`config.mk`:
```
export PLATFORM = sky130hd
export DESIGN_NAME = pcmr_regs
export DESIGN_NICKNAME = d
export VERILOG_FILES = /design/src/pcmr_pkg.sv /design/src/pcmr_regs.sv
export SDC_FILE = /design/constraint.sdc
export NUM_CORES = 1
export LEC_CHECK = 0
export CAP_MARGIN = 15
export CORE_AREA = 2 2 39 41
export DETAILED_ROUTE_END_ITERATION = 7
export DIE_AREA = 0 0 41 43
export DONT_BUFFER_PORTS = 1
export MAX_ROUTING_LAYER = met4
export PLACE_DENSITY = 0.82
export REMOVE_ABC_BUFFERS = 1
export SLEW_MARGIN = 20
export SYNTH_ARGS = -nofsm -noshare
export SYNTH_HDL_FRONTEND = slang
export SYNTH_SLANG_ARGS = --single-unit
```
`constraint.sdc`:
```
create_clock -name core_clk -period 1.3 [get_ports core_clk]
set_input_delay 0.195 -clock core_clk [delete_from_list [all_inputs] [get_ports core_clk]]
set_output_delay 0.195 -clock core_clk [all_outputs]
set_load 0.05 [all_outputs]
```
`src/pcmr_pkg.sv`:
```
// Purpose: shared constants and carriers for the converter/regulator mode registers
// Assumes: 8-bit special-function register space, byte-wide accesses
// Notes: offsets are the special-function register addresses
package pcmr_pkg;
   // register addresses
   localparam logic [7:0] CONVERTER_MODE_ADDR = 8'h94;
   localparam logic [7:0] REGULATOR_CONTROL_ADDR = 8'hc9;
   // converter_mode field positions
   localparam int BYPASS_ACTIVE_FLAG_BIT = 3;
   localparam int BYPASS_SELECT_HI = 2;
   localparam int BYPASS_SELECT_LO = 1;
   localparam int PASSIVE_DIODE_ENABLE_BIT = 0;
   // regulator_control field positions
   localparam int OSC_BIAS_BIT = 4;
   // reset values
   localparam logic [1:0] BYPASS_SELECT_RST = 2'h0;
   localparam logic PASSIVE_DIODE_RST = 1'b0;
   localparam logic OSC_BIAS_RST = 1'b1;
   // bias settling time, for software reference
   localparam int OSC_BIAS_SETTLE_US = 4;
   localparam int CORE_CLK_MHZ = 25;
   localparam int OSC_BIAS_SETTLE_CYC = OSC_BIAS_SETTLE_US * CORE_CLK_MHZ;

   // bypass select encodings
   typedef enum logic [1:0] {
      BYP_OFF = 2'h0,
      BYP_AUTO_FAST = 2'h1,
      BYP_AUTO_LOWPWR = 2'h2,
      BYP_FORCED = 2'h3
   } pcmr_bypass_e;

   // power mode request from the power manager
   typedef struct packed {
      logic sleep;
      logic suspend;
   } pcmr_pwr_s;

   // controls toward the analog converter and regulator
   typedef struct packed {
      logic bypass_auto_en;
      logic bypass_force;
      logic dcdc_osc_en;
      logic passive_diode_en;
      logic core_regulator_en;
      logic osc_bias_en;
   } pcmr_ctl_s;
endpackage : pcmr_pkg

```
`src/pcmr_regs.sv`:
```
// Purpose: special-function register logic for converter and regulator modes
// Assumes: cpu presents one-cycle write and read strobes on core_clk
// Notes: analog circuits sit outside; only their control levels are made here
//
// Contract
// RULE1: converter mode bits 7:4 read zero and ignore writes.
// RULE2: converter mode bit 3 reads one while the converter is in bypass.
// RULE3: bypass select 00 keeps bypass disabled.
// RULE4: bypass select 01 allows auto bypass with the converter oscillator running.
// RULE5: bypass select 10 allows auto bypass with the converter oscillator stopped.
// RULE6: bypass select 11 forces the converter into bypass.
// RULE7: converter mode bit 0 enables passive diode mode when one.
// RULE8: the core regulator turns off in sleep and stays on in suspend.
// RULE9: regulator control bit 4 forces the oscillator bias on, off when zero outside sleep.
// RULE10: software waits 4 us after re-enabling the bias before using the oscillator.
// RULE11: software clears the bias only while the precision oscillator is idle.
// RULE12: regulator control bits 3:1 and 7 read zero and ignore writes.
// RULE13: regulator control reserved bits 6, 5 and 0 read zero and take writes of zero.
// RULE14: reset clears bypass select and passive diode enable and sets the bias enable.
module pcmr_regs (
   // clock and reset
   input wire logic core_clk,
   input wire logic resetn,
   // cpu register access
   input wire logic [7:0] reg_addr,
   input wire logic [7:0] reg_wdata,
   input wire logic reg_wr,
   input wire logic reg_rd,
   output logic [7:0] reg_rdata,
   // converter status and power mode
   input wire logic bypass_status_pin,
   input wire pcmr_pkg::pcmr_pwr_s pwr_mode,
   // analog controls
   output pcmr_pkg::pcmr_ctl_s ctl
);
   import pcmr_pkg::*;

   logic [1:0] byp_sel_q, byp_sel_d;
   logic passive_diode_enable_q, passive_diode_enable_d;
   logic bias_q, bias_d;
   logic byp_meta_q, byp_sync_q;
   logic sleep_meta_q, sleep_sync_q, susp_meta_q, susp_sync_q;
   logic [7:0] rdata_d;
   pcmr_ctl_s ctl_d;

   // address match, shared by the write and read decoders
   function automatic logic addr_hit(input logic [7:0] a, input logic [7:0] place);
      return a == place;
   endfunction

   // bypass status is analog, so it is synchronised before any read
   always_ff @(posedge core_clk or negedge resetn) begin
      if (!resetn) begin
         byp_meta_q <= 1'b0;
         byp_sync_q <= 1'b0;
         sleep_meta_q <= 1'b0;
         sleep_sync_q <= 1'b0;
         susp_meta_q <= 1'b0;
         susp_sync_q <= 1'b0;
      end else begin
         byp_meta_q <= bypass_status_pin;
         byp_sync_q <= byp_meta_q;
         sleep_meta_q <= pwr_mode.sleep;
         sleep_sync_q <= sleep_meta_q;
         susp_meta_q <= pwr_mode.suspend;
         susp_sync_q <= susp_meta_q;
      end
   end

   // writable fields next values
   always_comb begin
      byp_sel_d = byp_sel_q;
      passive_diode_enable_d = passive_diode_enable_q;
      bias_d = bias_q;
      if (reg_wr && addr_hit(reg_addr, CONVERTER_MODE_ADDR)) begin
         // RULE1: upper bits dropped
         byp_sel_d = reg_wdata[BYPASS_SELECT_HI:BYPASS_SELECT_LO];
         // RULE7: passive diode bit
         passive_diode_enable_d = reg_wdata[PASSIVE_DIODE_ENABLE_BIT];
      end
      if (reg_wr && addr_hit(reg_addr, REGULATOR_CONTROL_ADDR)) begin
         // RULE12: only the bias bit is stored
         bias_d = reg_wdata[OSC_BIAS_BIT];
      end
   end

   // RULE14: reset values
   always_ff @(posedge core_clk or negedge resetn) begin
      if (!resetn) begin
         byp_sel_q <= BYPASS_SELECT_RST;
         passive_diode_enable_q <= PASSIVE_DIODE_RST;
         bias_q <= OSC_BIAS_RST;
      end else begin
         byp_sel_q <= byp_sel_d;
         passive_diode_enable_q <= passive_diode_enable_d;
         bias_q <= bias_d;
      end
   end

   // read mux and analog controls
   always_comb begin
      rdata_d = 8'h00;
      if (reg_rd && addr_hit(reg_addr, CONVERTER_MODE_ADDR)) begin
         // RULE2: live bypass flag
         rdata_d[BYPASS_ACTIVE_FLAG_BIT] = byp_sync_q;
         rdata_d[BYPASS_SELECT_HI:BYPASS_SELECT_LO] = byp_sel_q;
         rdata_d[PASSIVE_DIODE_ENABLE_BIT] = passive_diode_enable_q;
      end
      if (reg_rd && addr_hit(reg_addr, REGULATOR_CONTROL_ADDR)) begin
         // RULE13: reserved bits stay zero
         rdata_d[OSC_BIAS_BIT] = bias_q;
      end
      ctl_d = '0;
      case (pcmr_bypass_e'(byp_sel_q))
         // RULE3: bypass disabled
         BYP_OFF: begin
            ctl_d.dcdc_osc_en = 1'b1;
         end
         // RULE4: auto, oscillator on
         BYP_AUTO_FAST: begin
            ctl_d.bypass_auto_en = 1'b1;
            ctl_d.dcdc_osc_en = 1'b1;
         end
         // RULE5: auto, oscillator off
         BYP_AUTO_LOWPWR: begin
            ctl_d.bypass_auto_en = 1'b1;
         end
         // RULE6: forced bypass
         BYP_FORCED: begin
            ctl_d.bypass_force = 1'b1;
         end
         default: begin
            ctl_d.dcdc_osc_en = 1'b1;
         end
      endcase
      ctl_d.passive_diode_en = passive_diode_enable_q;
      // RULE8: regulator off only in sleep
      ctl_d.core_regulator_en = !sleep_sync_q;
      // RULE9: bias follows bit outside sleep
      ctl_d.osc_bias_en = bias_q && !sleep_sync_q;
   end

   // outputs registered; read data valid the cycle after the strobe
   always_ff @(posedge core_clk or negedge resetn) begin
      if (!resetn) begin
         reg_rdata <= 8'h00;
         ctl <= '{bypass_auto_en: 1'b0, bypass_force: 1'b0, dcdc_osc_en: 1'b1,
                  passive_diode_en: PASSIVE_DIODE_RST, core_regulator_en: 1'b1,
                  osc_bias_en: OSC_BIAS_RST};
      end else begin
         reg_rdata <= rdata_d;
         ctl <= ctl_d;
      end
   end

   // RULE1: upper converter bits read zero
   property p_conv_upper_zero;
      @(posedge core_clk) disable iff (!resetn)
         (reg_rd && reg_addr == CONVERTER_MODE_ADDR) |=> reg_rdata[7:4] == 4'h0;
   endproperty
   a_conv_upper_zero: assert property (p_conv_upper_zero) else $error("converter upper bits"); // RULE1

   property p_flag_follows;
      @(posedge core_clk) disable iff (!resetn)
         (reg_rd && reg_addr == CONVERTER_MODE_ADDR) |=>
            reg_rdata[BYPASS_ACTIVE_FLAG_BIT] == $past(byp_sync_q);
   endproperty
   a_flag_follows: assert property (p_flag_follows) else $error("bypass flag wrong"); // RULE2

   property p_sel_off;
      @(posedge core_clk) disable iff (!resetn)
         byp_sel_q == 2'h0 |=> !ctl.bypass_auto_en && !ctl.bypass_force;
   endproperty
   a_sel_off: assert property (p_sel_off) else $error("bypass not disabled"); // RULE3

   property p_sel_fast;
      @(posedge core_clk) disable iff (!resetn)
         byp_sel_q == 2'h1 |=> ctl.bypass_auto_en && ctl.dcdc_osc_en;
   endproperty
   a_sel_fast: assert property (p_sel_fast) else $error("auto fast wrong"); // RULE4

   property p_sel_low;
      @(posedge core_clk) disable iff (!resetn)
         byp_sel_q == 2'h2 |=> ctl.bypass_auto_en && !ctl.dcdc_osc_en;
   endproperty
   a_sel_low: assert property (p_sel_low) else $error("auto low power wrong"); // RULE5

   property p_sel_force;
      @(posedge core_clk) disable iff (!resetn)
         byp_sel_q == 2'h3 |=> ctl.bypass_force;
   endproperty
   a_sel_force: assert property (p_sel_force) else $error("forced bypass wrong"); // RULE6

   property p_diode_write;
      @(posedge core_clk) disable iff (!resetn)
         (reg_wr && reg_addr == CONVERTER_MODE_ADDR) |=> ##1
            ctl.passive_diode_en == $past(reg_wdata[PASSIVE_DIODE_ENABLE_BIT], 2);
   endproperty
   a_diode_write: assert property (p_diode_write) else $error("diode enable wrong"); // RULE7

   property p_sleep_reg;
      @(posedge core_clk) disable iff (!resetn)
         sleep_sync_q |=> !ctl.core_regulator_en && !ctl.osc_bias_en;
   endproperty
   a_sleep_reg: assert property (p_sleep_reg) else $error("regulator on in sleep"); // RULE8

   // RULE8: suspend keeps the regulator
   property p_susp_reg;
      @(posedge core_clk) disable iff (!resetn)
         (susp_sync_q && !sleep_sync_q) |=> ctl.core_regulator_en;
   endproperty
   a_susp_reg: assert property (p_susp_reg) else $error("regulator off in suspend"); // RULE8

   property p_bias_write;
      @(posedge core_clk) disable iff (!resetn)
         (reg_wr && reg_addr == REGULATOR_CONTROL_ADDR && !sleep_sync_q) ##1 !sleep_sync_q
            |=> ctl.osc_bias_en == $past(reg_wdata[OSC_BIAS_BIT], 2);
   endproperty
   a_bias_write: assert property (p_bias_write) else $error("bias enable wrong"); // RULE9

   property p_regctl_zero;
      @(posedge core_clk) disable iff (!resetn)
         (reg_rd && reg_addr == REGULATOR_CONTROL_ADDR) |=> reg_rdata[7:5] == 3'h0
            && reg_rdata[3:0] == 4'h0;
   endproperty
   a_regctl_zero: assert property (p_regctl_zero) else $error("regulator unused bits"); // RULE12
endmodule : pcmr_regs

```
# Word level (Yosys, flattened, before mapping)
# Cells that the tools add are included.
[totals]
register_bits = 19
inputBits = 23
elab_cells = 33
[classes]
n_eq_ne = 5
mux = 5
reduce_logical = 9
[ops]
columns = ["operator", "n"]
rows = [
  ["$eq 8x8->1 const B", 2],
  ["$logic_and 1x1->1", 5],
  ["$eq 2x2->1 const B", 2],
  ["$mux 1", 4],
  ["$mux 4", 1],
  ["$reduce_or 2->1", 2],
  ["$eq 2x1->1 const B", 1],
  ["$logic_not 2->1", 1],
  ["$logic_not 1->1", 1],
]

# Logic depth before layout (Yosys ltp)
[logic_depth]
ltp_word = 3
depth_mapped = 3
ltp_nobuf = 3

# Worst setup path after synthesis
# Ideal clock, no wire load.
[synth_path]
path_kind = "input port to flip-flop"
startpoint = "input reg_addr[6]"
endpoint = "register byp_sel_q[0]"
setup_ns = 0.125
t_arrival_ns = 1.113
required_time_ns = 1.175
path_slack_ns = 0.062
stages = 3
cell_sequence = "or2_1 -> nor4_4 -> mux2_2"
[synth_between]
elab_chain_len = 2
[synth_rtl]
columns = ["element", "line_no", "text"]
rows = [
  ["from (decl)", "pcmr_regs.sv:25", "input wire logic [7:0] reg_addr,"],
  ["$eq 8x8->1", "pcmr_regs.sv:48", "return a == place;"],
  ["$logic_and 1x1->1", "pcmr_regs.sv:75", "if (reg_wr && addr_hit(reg_addr, CONVERTER_MODE_ADDR)) begin"],
  ["to (signal assigned)", "pcmr_regs.sv:94", "byp_sel_q <= byp_sel_d;"],
  ["to (decl)", "pcmr_regs.sv:38", "logic [1:0] byp_sel_q, byp_sel_d;"],
]
# Every way passes these cells.
# A chain may end at the register's enable or synchronous reset.

# Worst setup path after layout
[layout_path]
startpoint = "register ctl[0] (netlist bit)"
endpoint = "output ctl[0] (netlist bit)"
[layout_lines]
columns = ["element", "line_no", "text"]
rows = [
  ["from (decl)", "pcmr_regs.sv:34", "output pcmr_pkg::pcmr_ctl_s ctl"],
  ["from (signal assigned)", "pcmr_regs.sv:147", "ctl <= '{bypass_auto_en: 1'b0, bypass_force: 1'b0, dcdc_osc_en: 1'b1,"],
  ["from (signal assigned)", "pcmr_regs.sv:152", "ctl <= ctl_d;"],
]
# No word-level cell between the ends.

==> flow_summary.json <==
{
  "routed_wl_um": 990,
  "final_area_um2": 803,
  "dieArea_um2": 1760,
  "crit_type": "reg -> out",
  "diodes": 0,
  "p_per_area_nw_per_um2": 1260,
  "pwr-share-clk": 0.279,
  "maxCapViolations": 0,
  "die_height_um": 43,
  "clock_latency_ns": 0.29,
  "finalHoldViolations": 0,
  "grt_overflow": 0,
  "die_w_um": 41,
  "cts.path.max_buffers": 2,
  "p_leak_nw": 0.373,
  "postSynthAreaPerCell_um2": 14.7,
  "startpoint_type": "register",
  "finalCritPeriodShare": 0.907,
  "vdd_drop_max_v": 0.000464,
  "fin_nets": 84,
  "drt_iter0_drc": 0,
  "rsz0062_at_grt": "no",
  "dr.pass1.iters": 1,
  "swShare": 0.253,
  "synthCells": 50,
  "synth_edf_count": 0,
  "status": "complete, no violations",
  "timing.final.crit_period_ns": 1.18,
  "max_freq_mhz": 848,
  "maxSlewHeadroom": 0.472,
  "viasPerCell": 5.08,
  "power_frac_seq": 0.657,
  "critPathRequiredTime_ns": 1.11,
  "core_um2": 1380,
  "yosysSeqAreaShare": 0.655,
  "yosysWarnings": 0,
  "post_cts_buffers": 0,
  "drc_errors": 0,
  "grt_pass1_wl_mm": 1.54,
  "finalSetupViolations": 0,
  "core.rowCount": 14,
  "drive_above_1_share": 0.298,
  "end_kind": "primary output",
  "synth.ff_latch_count": 19,
  "netlist-cell-type-count": 18,
  "gp_congestion": 0.707,
  "async_flop_share": 1.00,
  "tightest_slew_ns": 0.790,
  "port_buffers": 0,
  "synth_flop_cell": "dfrtp_1",
  "grt_pass1_vias": 354,
  "root_buffer": "clkbuf_4",
  "area_growth_pct": 9.56,
  "cts_tree": "built",
  "antenna_found_initial": 0,
  "p_int_mw": 0.754,
  "cts-buffers-inserted": 3,
  "clkSlewWorstSetupHoldPaths_ns": 0.10,
  "dpl_cell_area_um2": 746,
  "worstPathMaxFanout": 1,
  "grt_max_degree": 20,
  "p_sw_mw": 0.256,
  "critPathArrivalTime_ns": 0.98,
  "skew_ns": 0.00151,
  "start_util": 0.530,
  "power_mw": 1.01,
  "slew_violations": 0,
  "syn_area_um2": 733,
  "htree_levels": 1,
  "clock-sinks": 19,
  "track_usage": 0.145,
  "wl_per_cell_um": 13.6,
  "hold_path.class": "in -> reg",
  "comb_power_share": 0.063,
  "vias": 371,
  "ant_nets": 0,
  "ios": 37
}
[timing repair]
item / 4_1_cts / 5_1_grt
endpoints found under the hold margin: 21 / 0
hold buffers: 3 / 0
gates resized for setup: 0 / 0
[power groups by stage]
stage	combinational, mW	sequential, mW	clock (mW)
floorplan	0.0441	0.673	0
global placement	0.0458	0.675	0
detailed placement	0.0477	0.676	0
CTS	0.0653	0.664	0.298
global route	0.0718	0.668	0.333
finish	0.0639	0.664	0.282
[flip-flops by register name, indices dropped and copies added, names as in the netlist]
name / flops
byp_sel_q: 2
reg_rdata: 5
ctl: 6
sleep_meta_q: 1
byp_sync_q: 1
bias_q: 1
sleep_sync_q: 1
passive_diode_enable_q: 1
byp_meta_q: 1
[stage by stage]
stage / util / hold slack, ns / setup TNS [ns] / cells / worst slack, ns
floorplan: - / -0.101 / 0 / 49 / 0.0621
global route: 0.580 / 0.0199 / 0 / 73 / 0.0753
CTS: 0.580 / 0.0353 / 0 / 73 / 0.106
global placement: 0.539 / -0.100 / 0 / 66 / 0.00357
finish: 0.580 / 0.0466 / 0 / 73 / 0.121
detailed placement: 0.539 / -0.100 / -0.0162 / 66 / -0.00932
[placed cells by master (no fill, tap or decap)]
cell type | synthesis | routed
mux2_2 | 4 | 4
buf_4 | 3 | 1
nand2_1 | 2 | 2
conb_1 | 1 | 3
nor3_2 | 1 | 1
ha_1 | 3 | 3
nor2_1 | 1 | 1
dfrtp_1 | 15 | 15
clkbuf_4 | 0 | 3
or2_2 | 1 | 1
clkinv_2 | 0 | 1
or3b_1 | 1 | 1
and2_1 | 4 | 4
nor4_4 | 1 | 1
dlygate4sd3_1 | 0 | 3
nand4bb_1 | 1 | 1
dfstp_2 | 4 | 4
nand4bb_2 | 1 | 1
inv_1 | 4 | 4
nor4_1 | 2 | 2
or2_1 | 1 | 1
[layer usage]
metal | up-vias | part of all wire | GRT usage | wire, um
li1 | 171 | - | - | -
met1 | 180 | 0.37 | 0.162 | 369
met2 | 16 | 0.53 | 0.194 | 521
met3 | 4 | 0.071 | 0.0524 | 70
met4 | 0 | 0.030 | 0.127 | 30
met5 | - | 0 | - | 0
[cells by family after synthesis]
logic type,count (synthesis),share of synthesized area
flip-flops,19,0.655
adder cells (fa/ha/maj),3,0.0512
buffers and inverters,7,0.0512
AND/OR/NAND/NOR,16,0.176
other,1,0.00511
multiplexers,4,0.0614
[cells in the mapped netlist (all sizes together) (2+ instances only)]
cell type,number,share of area
and2,4,0.034
buf,3,0.031
dfrtp,15,0.51
dfstp,4,0.14
ha,3,0.051
inv,4,0.020
mux2,4,0.061
nand2,2,0.010
nand4bb,2,0.038
nor4,3,0.046
or2,2,0.017
[final cells by class]
type                            count  area (um2)
Fill cell                         117         581
Multi-Input combinational cell     26         223
Tap cell                           16        20.0
Clock inverter                      1        5.00
Sequential cell                    19         480
Timing Repair Buffer                4        37.5
Inverter                            4        15.0
Clock buffer                        3        22.5
[path summary, 6_finish.rpt]
check / start / end / slack [ns] / cells after the start
hold / removal: reg_wdata[0] / passive_diode_enable_q$_DFFE_PN0P_ / 0.05 / 1
max in group asynchronous: resetn / reg_rdata[2]$_DFF_PN0_ / 0.39 / 1
setup reg to reg: byp_sel_q[0]$_DFFE_PN0P_ / ctl[3]$_DFF_PN1_ / 0.29 / 3
setup / recovery: ctl[0]$_DFF_PN1_ / ctl[0] / 0.12 / 0
hold reg to reg: byp_meta_q$_DFF_PN0_ / byp_sync_q$_DFF_PN0_ / 0.36 / 0
min in group asynchronous: resetn / passive_diode_enable_q$_DFFE_PN0P_ / 0.42 / 1
(Power assumes the default switching activity.)
